<file path="src/core/sbo_regs.svh">
// Register offsets, field positions, reset values and timing counts
`ifndef SBO_REGS_SVH
`define SBO_REGS_SVH

`define SBO_ADDR_W 5
`define SBO_OFS_BOOT_DEBUG_LOCK 5'h00
`define SBO_OFS_LOADER_PART 5'h04
`define SBO_OFS_BROWNOUT 5'h08
`define SBO_OFS_WATCHDOG 5'h0c
`define SBO_OFS_CHIP_CONTROL 5'h10
`define SBO_OFS_TIMED_ACCESS 5'h14
`define SBO_OFS_AUX_RESET_FLAGS 5'h18
`define SBO_OFS_STATUS 5'h1c

`define SBO_OPT_ERASED 8'hff
`define SBO_BYTE_ZERO 8'h00
`define SBO_WORD_ZERO 32'h0000_0000

// boot_debug_lock_options fields
`define SBO_BIT_BOOT_SEL 7
`define SBO_BIT_DBG_PWM 5
`define SBO_BIT_DBG_EN_N 4
`define SBO_BIT_RST_PIN 2
`define SBO_BIT_LOCK 1
// loader_partition_options field
`define SBO_LDR_HI 2
`define SBO_LDR_LO 0
`define SBO_LDR_NONE 3'h7
`define SBO_LDR_1K 3'h6
`define SBO_LDR_2K 3'h5
`define SBO_LDR_3K 3'h4
`define SBO_LDR_KB_0 3'h0
`define SBO_LDR_KB_1 3'h1
`define SBO_LDR_KB_2 3'h2
`define SBO_LDR_KB_3 3'h3
`define SBO_LDR_KB_4 3'h4
`define SBO_FLASH_KB 6'h20
// brownout_options fields
`define SBO_BIT_BOD_ON 7
`define SBO_BOV_HI 5
`define SBO_BOV_LO 4
`define SBO_BIT_BOD_IAP 3
`define SBO_BIT_BOD_RST 2
// watchdog_options field
`define SBO_WDT_HI 7
`define SBO_WDT_LO 4
`define SBO_WDT_OFF 4'hf
`define SBO_WDT_STOP_IDLE 4'h5
// chip_control_reg fields
`define SBO_BIT_SOFT_RST 7
`define SBO_BIT_CHIP_ERASE 0
// aux_reset_flags_reg fields
`define SBO_BIT_SOFT_FLAG 7
`define SBO_BIT_PIN_FLAG 6
`define SBO_BIT_FAULT_FLAG 5
// timed_access unlock keys
`define SBO_TA_KEY1 8'haa
`define SBO_TA_KEY2 8'h55
`define SBO_TA_WINDOW_CYC 3'h4

// Internal reset pulse
`define SBO_CLK_NS 50
`define SBO_RST_HOLD_NS 400
`define SBO_RST_HOLD_CYC ((`SBO_RST_HOLD_NS + `SBO_CLK_NS - 1) / `SBO_CLK_NS)
`define SBO_RST_CNT_W 4

`define SBO_PWM_N 6

`endif

</file>
<file path="src/core/sbo_pkg.sv">
// Types shared by the soft reset and boot option block
package sbo_pkg;
    `include "sbo_regs.svh"

    typedef enum logic [0:0] {
        SBO_RUN,
        SBO_HOLD
    } sbo_rst_state_t;

    typedef enum logic [2:0] {
        SBO_SRC_POR,
        SBO_SRC_SOFT,
        SBO_SRC_PIN,
        SBO_SRC_FAULT,
        SBO_SRC_BOD,
        SBO_SRC_WDT
    } sbo_src_t;

    // Decoded option latches
    typedef struct packed {
        logic boot_sel;
        logic dbg_pwm_tri;
        logic dbg_en_n;
        logic rst_pin_fn;
        logic lock_n;
        logic [2:0] loader_size;
        logic bod_on;
        logic [1:0] bod_level;
        logic bod_iap;
        logic bod_rst;
        logic [3:0] wdt_mode;
    } sbo_latch_t;

    // Outputs toward the rest of the chip
    typedef struct packed {
        logic sys_reset;
        logic core_halt;
        logic boot_from_loader;
        logic [2:0] loader_kbytes;
        logic [5:0] app_kbytes;
        logic debug_enable;
        logic [`SBO_PWM_N-1:0] pwm_oe;
        logic reset_pin_active;
        logic gpio_p20_in;
        logic bod_enable;
        logic [1:0] bod_level;
        logic iap_allow;
        logic wdt_reset_en;
        logic wdt_run_in_idle;
        logic [7:0] prog_read_data;
        logic prog_write_ok;
        logic flash_erase_all;
    } sbo_out_t;

    typedef struct packed {
        sbo_rst_state_t rst_state;
        sbo_src_t src;
        logic [`SBO_RST_CNT_W-1:0] rst_cnt;
        logic [7:0] opt0;
        logic [7:0] opt1;
        logic [7:0] opt2;
        logic [7:0] opt4;
        sbo_latch_t lat;
        logic soft_flag;
        logic pin_flag;
        logic fault_flag;
        logic ta_key1_seen;
        logic [2:0] ta_window;
        logic waitrequest;
        logic [31:0] readdata;
        sbo_out_t out;
    } sbo_state_t;
endpackage

</file>
<file path="src/core/sbo_ctrl.sv">
// Soft reset, reset flags and option byte decoding with an Avalon-MM slave
//
// Design decisions made here: the placing of the registers and the Avalon-MM register port.
`timescale 1ns/1ps
`include "sbo_regs.svh"

module sbo_ctrl
    import sbo_pkg::*;
(
    input wire logic clk_sys,
    input wire logic reset_n,
    input wire logic clk_en,
    // Avalon-MM slave
    input wire logic [`SBO_ADDR_W-1:0] avs_address,
    input wire logic avs_read,
    input wire logic avs_write,
    input wire logic [31:0] avs_writedata,
    input wire logic [3:0] avs_byteenable,
    output logic [31:0] avs_readdata,
    output logic avs_waitrequest,
    // Reset sources and chip status
    input wire logic reset_pin_in,
    input wire logic hard_fault_req,
    input wire logic wdt_reset_req,
    input wire logic supply_below_bod,
    input wire logic debug_mode,
    input wire logic debug_halt,
    input wire logic [`SBO_PWM_N-1:0] pwm_enable,
    // External programmer path
    input wire logic [7:0] prog_flash_data,
    input wire logic prog_sel_option,
    // Outputs to the chip
    output sbo_out_t chip_out
);
    sbo_state_t st;
    sbo_state_t next_st;

    logic req;
    logic wr_now;
    logic ta_open;
    logic [7:0] wbyte;
    logic [31:0] rd_mux;
    logic opt_locked;
    logic pin_reset;
    logic fault_reset;
    logic bod_reset;
    logic soft_req;
    logic erase_req;
    logic start_reset;
    sbo_src_t new_src;
    logic pwm_tri_now;

    assign avs_readdata = st.readdata;
    assign avs_waitrequest = st.waitrequest;
    assign chip_out = st.out;

    // Registered option latches give a stable view; the stored bytes may differ until reset, the brown-out byte until power-on reset
    always_comb begin
        rd_mux = `SBO_WORD_ZERO;
        case (avs_address)
            `SBO_OFS_BOOT_DEBUG_LOCK: rd_mux[7:0] = st.opt0;
            `SBO_OFS_LOADER_PART: rd_mux[7:0] = st.opt1;
            `SBO_OFS_BROWNOUT: rd_mux[7:0] = st.opt2;
            `SBO_OFS_WATCHDOG: rd_mux[7:0] = st.opt4;
            `SBO_OFS_TIMED_ACCESS: rd_mux[2:0] = st.ta_window;
            `SBO_OFS_AUX_RESET_FLAGS: begin
                rd_mux[`SBO_BIT_SOFT_FLAG] = st.soft_flag;
                rd_mux[`SBO_BIT_PIN_FLAG] = st.pin_flag;
                rd_mux[`SBO_BIT_FAULT_FLAG] = st.fault_flag;
            end
            // Trigger and erase bits are write-only
            `SBO_OFS_CHIP_CONTROL: rd_mux = `SBO_WORD_ZERO;
            `SBO_OFS_STATUS: rd_mux[$bits(sbo_latch_t)-1:0] = st.lat;
            default: rd_mux = `SBO_WORD_ZERO;
        endcase
    end

    always_comb begin
        next_st = st;
        req = avs_read | avs_write;
        // Write takes effect only on the edge where waitrequest is seen low
        wr_now = avs_write & ~st.waitrequest;
        wbyte = avs_byteenable[0] ? avs_writedata[7:0] : `SBO_BYTE_ZERO;
        ta_open = st.ta_window != 3'h0;
        opt_locked = ~st.opt0[`SBO_BIT_LOCK];
        erase_req = 1'b0;
        soft_req = 1'b0;
        next_st.out.flash_erase_all = 1'b0;

        // Bus handshake: one wait cycle, then one answer cycle
        if (req && st.waitrequest) begin
            next_st.waitrequest = 1'b0;
            next_st.readdata = avs_read ? rd_mux : `SBO_WORD_ZERO;
        end else begin
            next_st.waitrequest = 1'b1;
        end

        if (ta_open) begin
            next_st.ta_window = st.ta_window - 3'h1;
        end

        if (wr_now && avs_byteenable[0]) begin
            case (avs_address)
                `SBO_OFS_BOOT_DEBUG_LOCK: begin
                    if (!opt_locked) begin
                        next_st.opt0 = wbyte;
                    end
                end
                `SBO_OFS_LOADER_PART: begin
                    if (!opt_locked) begin
                        next_st.opt1 = wbyte;
                    end
                end
                `SBO_OFS_BROWNOUT: begin
                    if (!opt_locked) begin
                        next_st.opt2 = wbyte;
                    end
                end
                `SBO_OFS_WATCHDOG: begin
                    if (!opt_locked) begin
                        next_st.opt4 = wbyte;
                    end
                end
                `SBO_OFS_TIMED_ACCESS: begin
                    next_st.ta_key1_seen = wbyte == `SBO_TA_KEY1;
                    if (st.ta_key1_seen && wbyte == `SBO_TA_KEY2) begin
                        next_st.ta_window = `SBO_TA_WINDOW_CYC;
                    end
                end
                `SBO_OFS_CHIP_CONTROL: begin
                    // A protected write spends the unlock whether or not it sets a bit
                    next_st.ta_window = 3'h0;
                    if (ta_open) begin
                        soft_req = wbyte[`SBO_BIT_SOFT_RST];
                        erase_req = wbyte[`SBO_BIT_CHIP_ERASE];
                    end
                end
                `SBO_OFS_AUX_RESET_FLAGS: begin
                    // Clears here lose against any hardware set below
                    next_st.soft_flag = wbyte[`SBO_BIT_SOFT_FLAG];
                    next_st.pin_flag = wbyte[`SBO_BIT_PIN_FLAG];
                    next_st.fault_flag = wbyte[`SBO_BIT_FAULT_FLAG];
                end
                default: begin
                end
            endcase
        end

        // Whole-chip erase and reset_n, which loads erased option bytes, are the only paths that can unlock a locked part
        if (erase_req) begin
            next_st.opt0 = `SBO_OPT_ERASED;
            next_st.opt1 = `SBO_OPT_ERASED;
            next_st.opt2 = `SBO_OPT_ERASED;
            next_st.opt4 = `SBO_OPT_ERASED;
            next_st.out.flash_erase_all = 1'b1;
        end

        // Reset sources
        pin_reset = 1'b0;
        if (st.lat.rst_pin_fn && !reset_pin_in) begin
            pin_reset = 1'b1;
        end

        // Debugger with debug on sees the fault flag, core keeps running
        fault_reset = 1'b0;
        if (hard_fault_req && !(debug_mode && !st.lat.dbg_en_n)) begin
            fault_reset = 1'b1;
        end

        bod_reset = 1'b0;
        if (st.lat.bod_on && st.lat.bod_rst && supply_below_bod) begin
            bod_reset = 1'b1;
        end
        if (hard_fault_req) begin
            next_st.fault_flag = 1'b1;
        end

        start_reset = 1'b0;
        new_src = st.src;
        if (soft_req) begin
            start_reset = 1'b1;
            new_src = SBO_SRC_SOFT;
        end else if (pin_reset) begin
            start_reset = 1'b1;
            new_src = SBO_SRC_PIN;
        end else if (bod_reset) begin
            start_reset = 1'b1;
            new_src = SBO_SRC_BOD;
        end else if (wdt_reset_req && st.lat.wdt_mode != `SBO_WDT_OFF) begin
            start_reset = 1'b1;
            new_src = SBO_SRC_WDT;
        end else if (fault_reset) begin
            start_reset = 1'b1;
            new_src = SBO_SRC_FAULT;
        end

        if (soft_req) begin
            // Core stops on the edge that accepts the trigger write
            next_st.out.core_halt = 1'b1;
        end

        case (st.rst_state)
            SBO_RUN: begin
                if (start_reset) begin
                    next_st.rst_state = SBO_HOLD;
                    next_st.src = new_src;
                    next_st.rst_cnt = `SBO_RST_CNT_W'(`SBO_RST_HOLD_CYC);
                    next_st.out.sys_reset = 1'b1;
                    next_st.out.core_halt = 1'b1;
                    if (new_src == SBO_SRC_SOFT) begin
                        next_st.soft_flag = 1'b1;
                        next_st.fault_flag = 1'b0;
                    end
                    if (new_src == SBO_SRC_PIN) begin
                        next_st.pin_flag = 1'b1;
                        next_st.fault_flag = 1'b0;
                    end
                end
            end
            SBO_HOLD: begin
                // A held reset pin keeps the chip in reset
                if (pin_reset) begin
                    next_st.rst_cnt = `SBO_RST_CNT_W'(`SBO_RST_HOLD_CYC);
                end else if (st.rst_cnt != `SBO_RST_CNT_W'(0)) begin
                    next_st.rst_cnt = st.rst_cnt - `SBO_RST_CNT_W'(1);
                end else begin
                    next_st.rst_state = SBO_RUN;
                    next_st.out.sys_reset = 1'b0;
                    next_st.out.core_halt = 1'b0;
                    // Reload boot, debug, pin and lock latches on every reset
                    next_st.lat.dbg_pwm_tri = st.opt0[`SBO_BIT_DBG_PWM];
                    next_st.lat.dbg_en_n = st.opt0[`SBO_BIT_DBG_EN_N];
                    next_st.lat.rst_pin_fn = st.opt0[`SBO_BIT_RST_PIN];
                    next_st.lat.lock_n = st.opt0[`SBO_BIT_LOCK];
                    next_st.lat.loader_size = st.opt1[`SBO_LDR_HI:`SBO_LDR_LO];
                    next_st.lat.wdt_mode = st.opt4[`SBO_WDT_HI:`SBO_WDT_LO];
                    next_st.lat.boot_sel = st.opt0[`SBO_BIT_BOOT_SEL];
                    if (st.src == SBO_SRC_POR) begin
                        next_st.lat.bod_on = st.opt2[`SBO_BIT_BOD_ON];
                        next_st.lat.bod_level = st.opt2[`SBO_BOV_HI:`SBO_BOV_LO];
                        next_st.lat.bod_iap = st.opt2[`SBO_BIT_BOD_IAP];
                        next_st.lat.bod_rst = st.opt2[`SBO_BIT_BOD_RST];
                    end
                    // Soft reset keeps the previous boot block
                    if (st.src != SBO_SRC_SOFT) begin
                        next_st.out.boot_from_loader = ~st.opt0[`SBO_BIT_BOOT_SEL];
                    end
                end
            end
            default: begin
                next_st.rst_state = SBO_HOLD;
            end
        endcase

        // Decoded outputs, all registered
        next_st.out.debug_enable = ~st.lat.dbg_en_n;

        // Halt tri-state touches only channels that drive pins
        pwm_tri_now = debug_halt & st.lat.dbg_pwm_tri;
        for (int i = 0; i < `SBO_PWM_N; i++) begin
            next_st.out.pwm_oe[i] = pwm_enable[i] & ~pwm_tri_now;
        end

        // Shared pin: reset input or plain input, never both
        next_st.out.reset_pin_active = st.lat.rst_pin_fn;
        if (st.lat.rst_pin_fn) begin
            next_st.out.gpio_p20_in = 1'b1;
        end else begin
            next_st.out.gpio_p20_in = reset_pin_in;
        end

        case (st.lat.loader_size)
            `SBO_LDR_NONE: next_st.out.loader_kbytes = `SBO_LDR_KB_0;
            `SBO_LDR_1K: next_st.out.loader_kbytes = `SBO_LDR_KB_1;
            `SBO_LDR_2K: next_st.out.loader_kbytes = `SBO_LDR_KB_2;
            `SBO_LDR_3K: next_st.out.loader_kbytes = `SBO_LDR_KB_3;
            default: next_st.out.loader_kbytes = `SBO_LDR_KB_4;
        endcase
        next_st.out.app_kbytes = `SBO_FLASH_KB - {3'h0, next_st.out.loader_kbytes};

        next_st.out.bod_enable = st.lat.bod_on;
        next_st.out.bod_level = st.lat.bod_level;
        if (st.lat.bod_on && st.lat.bod_iap && supply_below_bod) begin
            next_st.out.iap_allow = 1'b0;
        end else begin
            next_st.out.iap_allow = 1'b1;
        end

        case (st.lat.wdt_mode)
            `SBO_WDT_OFF: begin
                next_st.out.wdt_reset_en = 1'b0;
                next_st.out.wdt_run_in_idle = 1'b0;
            end
            `SBO_WDT_STOP_IDLE: begin
                next_st.out.wdt_reset_en = 1'b1;
                next_st.out.wdt_run_in_idle = 1'b0;
            end
            default: begin
                next_st.out.wdt_reset_en = 1'b1;
                next_st.out.wdt_run_in_idle = 1'b1;
            end
        endcase

        // Option bytes stay readable to the programmer even when locked
        if (prog_sel_option) begin
            next_st.out.prog_read_data = prog_flash_data;
        end else begin
            next_st.out.prog_read_data = st.lat.lock_n ? prog_flash_data : `SBO_OPT_ERASED;
        end
        next_st.out.prog_write_ok = st.lat.lock_n;
    end

    always_ff @(posedge clk_sys or negedge reset_n) begin
        if (!reset_n) begin
            st.rst_state <= SBO_HOLD;
            st.src <= SBO_SRC_POR;
            st.rst_cnt <= `SBO_RST_CNT_W'(`SBO_RST_HOLD_CYC);
            st.opt0 <= `SBO_OPT_ERASED;
            st.opt1 <= `SBO_OPT_ERASED;
            st.opt2 <= `SBO_OPT_ERASED;
            st.opt4 <= `SBO_OPT_ERASED;
            st.lat <= '1;

            st.soft_flag <= 1'b0;
            st.pin_flag <= 1'b0;
            st.fault_flag <= 1'b0;
            st.ta_key1_seen <= 1'b0;
            st.ta_window <= 3'h0;
            st.waitrequest <= 1'b1;
            st.readdata <= `SBO_WORD_ZERO;

            // System held and core stopped until the stretch ends
            st.out.sys_reset <= 1'b1;
            st.out.core_halt <= 1'b1;
            st.out.boot_from_loader <= 1'b0;
            st.out.loader_kbytes <= '0;
            st.out.app_kbytes <= '0;
            st.out.debug_enable <= 1'b0;
            st.out.pwm_oe <= '0;
            st.out.reset_pin_active <= 1'b0;
            st.out.gpio_p20_in <= 1'b0;
            st.out.bod_enable <= 1'b0;
            st.out.bod_level <= '0;
            st.out.iap_allow <= 1'b1;
            st.out.wdt_reset_en <= 1'b0;
            st.out.wdt_run_in_idle <= 1'b0;
            st.out.prog_read_data <= `SBO_OPT_ERASED;
            st.out.prog_write_ok <= 1'b0;
            st.out.flash_erase_all <= 1'b0;
        end else if (clk_en) begin
            st <= next_st;
        end
    end
endmodule

</file>
<file path="config.mk">
export PLATFORM = sky130hd
export DESIGN_NAME = sbo_ctrl
export DESIGN_NICKNAME = d
export VERILOG_FILES = /design/src/core/sbo_pkg.sv /design/src/core/sbo_ctrl.sv
export VERILOG_INCLUDE_DIRS = /design/src /design/src/core
export SDC_FILE = /design/constraint.sdc
export NUM_CORES = 1
export LEC_CHECK = 0
export BUFFER_PORTS_ARGS = -buffer_cell sky130_fd_sc_hd__buf_2
export CAP_MARGIN = 0
export CORE_AREA = 2 2 121 112
export CTS_CLUSTER_DIAMETER = 150
export DETAILED_ROUTE_END_ITERATION = 6
export DIE_AREA = 0 0 123 114
export GPL_TIMING_DRIVEN = 0
export PLACE_DENSITY = 0.74
export SYNTH_ARGS = -nofsm -noshare
export SYNTH_HDL_FRONTEND = slang
export SYNTH_SLANG_ARGS = --single-unit
</file>
<file path="constraint.sdc">
create_clock -name clk_sys -period 2.45 [get_ports clk_sys]
set_input_delay 0.6125 -clock clk_sys [delete_from_list [all_inputs] [get_ports clk_sys]]
set_output_delay 0.6125 -clock clk_sys [all_outputs]
set_load 0.03 [all_outputs]
</file>
==> flow_summary.json, run 1 <==
{
  "synthesis.instances": 556,
  "drive_above_1_share": 0.478,
  "pin_count": 137,
  "io_buffers": 89,
  "clk_latency_ps": 420,
  "core_um2": 12900,
  "layout_common_cells": "buf_2, buf_4, dfstp_2, dfrtp_1, mux2_2",
  "dp.cells": 831,
  "routed_via_density": 5.50,
  "reg2reg_depth": 6,
  "rsz0062_at_grt": "true",
  "violations": "setup timing",
  "synth_edf_count": 0,
  "fin_cells": 867,
  "crit_path_frequent_cell": "clkbuf_1",
  "grt_max_degree": 60,
  "grt_pass1_vias": 4756,
  "path_cells": "clkbuf_1, nor4b_2, nand4_1, clkbuf_1, a21oi_4, mux2_2",
  "cts_tree": "done",
  "cts_buffers": 17,
  "hold_slack_ps": 87.4,
  "clk_pin_slew_ps": 60,
  "ys_warn_count": 0,
  "ys_seq_area_frac": 0.495,
  "nNetsFinal": 759,
  "seqCellArea_um2": 3030,
  "report.final.slew_viol_count": 0,
  "critPathLaunchType": "primary input",
  "start_util": 0.475,
  "critPathSlowestCell": "nor4b_2",
  "numClockSinks": 118,
  "p_leak_nw": 3.52,
  "overflow": 0,
  "fmax_mhz": 402,
  "hold_violations": 0,
  "ant_nets": 0,
  "ys_async_sr_fraction": 1.00,
  "rows": 40,
  "grt_pass1_wl_um": 25300,
  "drtIter0Drc": 372,
  "die_area_um2": 14000,
  "reg2reg_setup_slack_ps": -30,
  "critPathRequiredTime_ps": 2790,
  "syn-cell-area_um2": 6130,
  "r2r_start": "st[126]",
  "hp-class": "primary input to asynchronous set/reset pin",
  "via_count": 4771,
  "htreeDepth": 4,
  "critPathKind": "primary input to flip-flop",
  "dp_slack_ps": -695,
  "die_y_um": 114,
  "dr.pass1.iters": 5,
  "multi_input_area_um2": 2460,
  "grt_usage": 0.238,
  "cp-end-kind": "flip-flop",
  "r2r_end": "next_st[13]",
  "wl_per_cell_um": 18.5,
  "remaining_drc_errors": 0,
  "syn_area_per_cell_um2": 11.0,
  "final_common_cell": "buf_2",
  "critical_path_arrival_ps": 2830,
  "finalClockSkew_ps": 10.9,
  "ys_types": 63,
  "worst_ir_drop_vdd_mv": 0.506,
  "period_share": 1.02,
  "syn_to_final_growth_pct": 23.6,
  "power.total_w": 0.00590,
  "synth-seq-cells": 118,
  "fin_util": 0.587,
  "num-fill-cells": 1094,
  "dp_hpwl_um": 11500,
  "layout_setup_ws_ps": -40.0,
  "drt-total-wl_um": 16100,
  "synthFlopType": "dfstp_2",
  "cts-root-buf": "clkbuf_16",
  "slowest_delay_ps": 520,
  "path_delay_family": "simple AND/OR/NAND/NOR gates",
  "critPathBufInv": 2,
  "die_w_um": 123,
  "antenna_found_initial": 0,
  "max_cap_viol_count": 0,
  "p_per_area_nw_per_um2": 779,
  "path_max_fanout": 10,
  "finalSetupViolations": 20,
  "status": "finished with violations",
  "antenna_cells": 0,
  "globalplace.congestion": 0.980,
  "clockBufferDepth": 2,
  "post-route-min-period_ps": 2490,
  "slew_headroom": 0.214,
  "tightest_slew_ps": 1170
}
[metrics by stage]
stage	setup TNS, ps	instance area, um2
after detailed placement	-34140	6910
after floorplan	-126	6180
final	-484	7570
after global routing	-2570	7570
after CTS	-84.4	7560
after global placement	-72010	6840
[sequential cells by signal, indices dropped and copies added, names as in the netlist]
name / count
next_st: 5
avs_waitrequest: 1
avs_readdata: 17
chip_out: 36
st: 59
[final cells by class]
class,instances,share of cell area
timing repair buffer,99,0.0730
clock inverter,9,0.0167
tap,168,0.0278
sequential,118,0.400
clock buffer,23,0.0618
multi-input combinational,328,0.325
buffer,95,0.0818
inverter,27,0.0134
[cell usage after synthesis (15+ instances only)]
cell | n | area share
buf_4 | 69 | 0.085
dfstp_2 | 63 | 0.27
dfrtp_1 | 55 | 0.22
mux2_2 | 52 | 0.096
nor2_1 | 29 | 0.018
inv_1 | 27 | 0.017
o21ai_0 | 25 | 0.020
clkbuf_1 | 24 | 0.015
and3_1 | 20 | 0.020
nand2_1 | 20 | 0.012
a22o_1 | 16 | 0.023
nand3_1 | 15 | 0.012
[worst max path at each step]
stage,slack (ps),startpoint,depth (start not counted),to
2_1_floorplan,-30,st[126],8,next_st[13]
3_3_place_gp,-1070,avs_address[1],5,st[116]
3_5_place_dp,-690,avs_address[1],6,st[120]
4_1_cts,-20,st[126],6,next_st[13]
5_1_grt,-110,avs_address[1],6,st[120]
6_report,-40,avs_address[1],6,st[124]
[what timing repair did]
action                                 CTS  global route
pin swaps                                1             1
endpoints found under the hold margin    0             0
setup buffers                            6             0
setup endpoints to repair               47            49
resized for setup                        7             8
hold buffers                             0             0
gates cloned                             0             0
[power by group]
part           internal [W]  switching, W
sequential          0.00217      0.000128
clock               0.00165      0.000874
combinational      0.000458      0.000628
total               0.00427       0.00163
[layer usage]
layer,GRT usage,share of wire,vias up
met1,0.313,0.43,2339
met4,0.0788,0.020,0
met2,0.390,0.47,217
met3,0.0560,0.074,28
met5,0,0,-
li1,-,-,2187
[cells by family (layout without fill, tap and decap cells)]
group	Yosys count	in the layout	share of synthesized area
adder cells (fa/ha/maj)	6	6	0.0122
multiplexers	65	65	0.121
buffers and inverters	124	253	0.121
AO/OA/AOI/OAI	106	106	0.126
AND/OR/NAND/NOR	134	134	0.122
other	1	15	0.000612
flip-flops	118	118	0.495
XOR/XNOR	2	2	0.00286
No activity file was read; power rests on OpenSTA's default activity.
==> inputs of run 2 (changes only) <==
--- a/config.mk
+++ b/config.mk
@@ -8,12 +8,12 @@
 export LEC_CHECK = 0
 export BUFFER_PORTS_ARGS = -buffer_cell sky130_fd_sc_hd__buf_2
 export CAP_MARGIN = 0
-export CORE_AREA = 2 2 121 112
+export CORE_AREA = 2 2 115 106
 export CTS_CLUSTER_DIAMETER = 150
 export DETAILED_ROUTE_END_ITERATION = 6
-export DIE_AREA = 0 0 123 114
+export DIE_AREA = 0 0 117 108
 export GPL_TIMING_DRIVEN = 0
-export PLACE_DENSITY = 0.74
+export PLACE_DENSITY = 0.78
 export SYNTH_ARGS = -nofsm -noshare
 export SYNTH_HDL_FRONTEND = slang
 export SYNTH_SLANG_ARGS = --single-unit
==> constraint.sdc (replaced) <==
create_clock -name clk_sys -period 2.9 [get_ports clk_sys]
set_input_delay 0.725 -clock clk_sys [delete_from_list [all_inputs] [get_ports clk_sys]]
set_output_delay 0.725 -clock clk_sys [all_outputs]
set_load 0.03 [all_outputs]
==> run 2 against run 1 <==
Compared with the run above: die area shrank 9.9%; the flow now finishes without violations; clock power down 13%; wire length down 4.6%; sequential share of layout area increased by 0.21 points; hold slack improved by 72 ps; sequential power shrank 16%; non-clock buffer count fell by 5; register-to-register slack gained 260 ps; total power decreased by 15%; final cell count decreased by 2.0%; setup slack gained 200 ps; via count down 0.57%.
==> flow_summary.json, run 2 (same netlist as run 1, synthesis figures left out) <==
{
  "nNetsFinal": 754,
  "critPathLaunchType": "primary input",
  "grt.busiest_layer": "met2",
  "dp.cells": 818,
  "p_leak_nw": 3.51,
  "slew_headroom": 0.171,
  "via_count": 4744,
  "cts_hold_buf": 0,
  "antenna_found_initial": 0,
  "layout_common_cells": "buf_2, buf_4, dfstp_2, dfrtp_1, mux2_2",
  "tightest_slew_ps": 1230,
  "overflow": 0,
  "dp_slack_ps": -266,
  "pin_count": 137,
  "largest_reg_flops": 59,
  "cts_resized": 0,
  "globalplace.congestion": 0.948,
  "ant_nets": 0,
  "grt_pass1_wl_um": 23500,
  "gr-usage-met1": 0.316,
  "remaining_drc_errors": 0,
  "seqCellArea_um2": 3030,
  "dr.pass1.iters": 6,
  "post-route-min-period_ps": 2740,
  "die_area_um2": 12600,
  "power.total_w": 0.00499,
  "use_met3": 0.0712,
  "fin_cells": 850,
  "fin_util": 0.664,
  "hold_slack_ps": 160,
  "critPathRequiredTime_ps": 3250,
  "cts-root-buf": "clkbuf_16",
  "clk_pin_slew_ps": 50,
  "antenna_cells": 0,
  "rsz0062_at_grt": "false",
  "critPathKind": "primary input to flip-flop",
  "multi_input_area_um2": 2440,
  "grt_max_degree": 99,
  "grt_usage": 0.252,
  "num-fill-cells": 895,
  "drt-total-wl_um": 15300,
  "path_max_fanout": 10,
  "finalClockSkew_ps": 5.80,
  "max_cap_viol_count": 0,
  "htreeDepth": 4,
  "status": "finished, final reports clean",
  "rows": 37,
  "drtIter0Drc": 344,
  "reg2reg_depth": 8,
  "start_util": 0.540,
  "syn_to_final_growth_pct": 22.9,
  "numClockSinks": 118,
  "period_share": 0.946,
  "drive_above_1_share": 0.467,
  "hold_violations": 0,
  "postCtsSetupBuffers": 0,
  "dp_hpwl_um": 10900,
  "cts_tree": "done",
  "die_y_um": 108,
  "wl_per_cell_um": 18.0,
  "p_per_area_nw_per_um2": 662,
  "layout_setup_ws_ps": 156,
  "report.final.slew_viol_count": 0,
  "critical_path_arrival_ps": 3090,
  "io_buffers": 89,
  "cp-end-kind": "flip-flop",
  "clk_latency_ps": 410,
  "grt_use_met2": 0.414,
  "grt_pass1_vias": 4556,
  "final_common_cell": "buf_2",
  "cts_buffers": 17,
  "worst_ir_drop_vdd_mv": 0.498,
  "fmax_mhz": 364,
  "regMostFlops": "st",
  "core_um2": 11300,
  "routed_via_density": 5.58,
  "hp-class": "primary input to asynchronous set/reset pin",
  "finalSetupViolations": 0,
  "clockBufferDepth": 2,
  "die_w_um": 117
}
==> run 2: cell types whose count changed in the layout (fill, tap and decap cells not counted), moves of 2 or more <==
cell,delta
o21ai_0,+3
o21ai_1,-3
clkbuf_8,+4
buf_4,-7
clkinv_2,-2
inv_1,+2
buf_6,+3
inv_2,-2
clkbuf_2,-3
==> run 2: critical path: stages <==
cell      delay, ps
clkbuf_1        350
inv_1           110
clkbuf_1        260
clkbuf_1        320
nor3_1         1050
a22o_1          260
==> run 2: layout make-up <==
class                      count  area share
multi-input combinational    328       0.324
tap                          156      0.0259
sequential                   118       0.402
clock buffer                  25      0.0684
inverter                      27      0.0134
clock inverter                 7      0.0154
timing repair buffer          92      0.0661
buffer                        97      0.0847
==> run 2: worst paths after layout <==
path / startpoint / slack [ps] / endpoint
setup / recovery: avs_address[2] / 160 / avs_readdata[10]
hold / removal: reset_n / 160 / chip_out[29]
setup reg to reg: st[126] / 230 / st[82]
hold reg to reg: st[73] / 480 / st[73]
max in group asynchronous: reset_n / 1990 / st[108]
min in group clk_sys: st[73] / 480 / st[73]
==> run 2: stage by stage <==
step           TNS [ps]  cell area (um2)
6_report              0             7540
2_1_floorplan         0             6180
4_1_cts               0             7510
5_1_grt               0             7540
3_3_place_gp     -28990             6820
3_5_place_dp      -8480             6880
==> run 2: per-layer routing <==
layer	wire length, um	vias up
met3	1130	41
li1	-	2179
met4	419	0
met2	7390	208
met1	6400	2316
met5	0	-
==> run 2: report_power, final <==
part / internal (W) / switching, W / total (W)
Clock: 0.00149 / 0.000717 / 0.00220
Combinational: 0.000347 / 0.000501 / 0.000848
Sequential: 0.00183 / 0.000105 / 0.00193
Total: 0.00366 / 0.00132 / 0.00499
==> inputs of run 3 (changes only) <==
--- a/config.mk
+++ b/config.mk
@@ -13,7 +13,9 @@
 export DETAILED_ROUTE_END_ITERATION = 6
 export DIE_AREA = 0 0 117 108
 export GPL_TIMING_DRIVEN = 0
+export MAX_ROUTING_LAYER = met4
 export PLACE_DENSITY = 0.78
+export REMOVE_ABC_BUFFERS = 1
 export SYNTH_ARGS = -nofsm -noshare
 export SYNTH_HDL_FRONTEND = slang
 export SYNTH_SLANG_ARGS = --single-unit
==> run 3 against run 2 <==
Compared with the run above: die area unchanged; global-route usage down 1.4 points; wire length down 8.5%; hold slack better by 270 ps; clock skew up 1.5 ps; register-to-register slack better by 30 ps.
==> flow_summary.json, run 3 (same netlist as run 1, synthesis figures left out) <==
{
  "status": "finished, final reports clean",
  "slew_headroom": 0.224,
  "wl_met1_um": 6100,
  "start_util": 0.540,
  "syn_to_final_growth_pct": 12.4,
  "clk_latency_ps": 410,
  "routed_via_density": 5.81,
  "final_common_cell": "buf_2",
  "dp_hpwl_um": 9690,
  "cts_buffers": 17,
  "die_w_um": 117,
  "critPathRequiredTime_ps": 3230,
  "clk_pin_slew_ps": 60,
  "p_leak_nw": 3.11,
  "finalClockSkew_ps": 7.33,
  "drt-total-wl_um": 14000,
  "dr.max_layer_used": "met4",
  "globalplace.congestion": 0.966,
  "grt_max_degree": 71,
  "dr_wl_met3_um": 1120,
  "numClockSinks": 118,
  "die_area_um2": 12600,
  "core_um2": 11300,
  "critical_path_arrival_ps": 3000,
  "p_per_area_nw_per_um2": 697,
  "grt_usage": 0.238,
  "report.final.slew_viol_count": 0,
  "rsz0062_at_grt": "false",
  "antenna_found_initial": 0,
  "finalSetupViolations": 0,
  "post-route-min-period_ps": 2670,
  "cts_tree": "done",
  "layout_common_cells": "buf_2, dfstp_2, dfrtp_1, mux2_2, nor2_1",
  "io_buffers": 94,
  "path_max_fanout": 12,
  "cts-root-buf": "clkbuf_16",
  "drtIter0Drc": 347,
  "nNetsFinal": 664,
  "cts_hold_buf": 0,
  "ant_nets": 0,
  "htreeDepth": 4,
  "remaining_drc_errors": 0,
  "grt_pass1_vias": 4323,
  "antenna_cells": 0,
  "critPathKind": "primary input to flip-flop",
  "drive_above_1_share": 0.427,
  "via_count": 4416,
  "finalSetupTns_ps": 0,
  "clockBufferDepth": 2,
  "largest_reg_flops": 59,
  "die_y_um": 108,
  "tightest_slew_ps": 1160,
  "num-fill-cells": 876,
  "rows": 37,
  "cp-end-kind": "flip-flop",
  "period_share": 0.919,
  "critPathLaunchType": "primary input",
  "overflow": 0,
  "met2_length_um": 6590,
  "reg2reg_setup_slack_ps": 260,
  "fmax_mhz": 375,
  "regMostFlops": "st",
  "fin_util": 0.608,
  "pin_count": 137,
  "wl_per_cell_um": 18.5,
  "worst_ir_drop_vdd_mv": 0.401,
  "hp-class": "primary input to asynchronous set/reset pin",
  "dr.pass1.iters": 6,
  "max_cap_viol_count": 0,
  "hold_violations": 0,
  "grt_pass1_wl_um": 22300
}
run 3: cell types whose count changed in the layout (fill, tap and decap cells not counted), moves of 2 or more:
cell	previous run	this run
a21oi_2	2	4
a21oi_4	2	0
buf_1	2	0
buf_2	88	92
buf_4	70	3
buf_6	3	1
clkbuf_1	26	3
clkbuf_8	6	1
clkinv_4	1	3
clkinvlp_4	1	4
run 3: repair_timing:
action	in CTS	in global routing
setup endpoints to repair	44	32
gates resized for setup	1	1
buffers inserted	0	1
pin swaps	0	1
run 3: path summary, 6_finish.rpt:
check / start / endpoint / depth (start not counted)
worst min register to register: chip_out[4] / chip_out[4] / 2
max in group asynchronous: reset_n / st[105] / 2
worst max register to register: st[126] / next_st[13] / 6
worst max-delay path: avs_address[4] / st[109] / 5
worst min-delay path: reset_n / st[127] / 1
min in group clk_sys: chip_out[4] / chip_out[4] / 2
run 3: area by class of cell:
type | instances | area (um2) | area share
tap | 156 | 195 | 0.0283
multi-input combinational | 328 | 2420 | 0.351
clock inverter | 11 | 151 | 0.0220
sequential | 118 | 3030 | 0.440
inverter | 27 | 101 | 0.0147
timing repair buffer | 99 | 543 | 0.0788
clock buffer | 21 | 450 | 0.0654
run 3: critical path: stages:
cell and delay [ps]:
buf_2 170, nor4b_2 950, nand3_1 210, a21oi_2 520, mux2_2 410
run 3: report_power, final:
part	switching, W	internal [W]
registers	0.000105	0.00183
logic	0.000480	0.000277
clock network	0.000737	0.00137
total	0.00132	0.00348
run 3: metal layers:
layer  vias to the layer above  global-route usage
li1                       1999                   -
met1                      2185               0.307
met3                        24              0.0589
met2                       208               0.369
met5                         -                   -
met4                         0              0.0807
run 3: metrics by stage:
stage	area, um2	power (W)	setup slack [ps]	cells	hold WS (ps)
after floorplan	5540	0.00243	347	473	429
after global placement	6210	0.00264	-1190	723	457
after detailed placement	6280	0.00271	-701	727	479
after CTS	6880	0.00483	32.1	759	458
after global routing	6890	0.00501	143	760	508
final	6890	0.00480	235	760	433
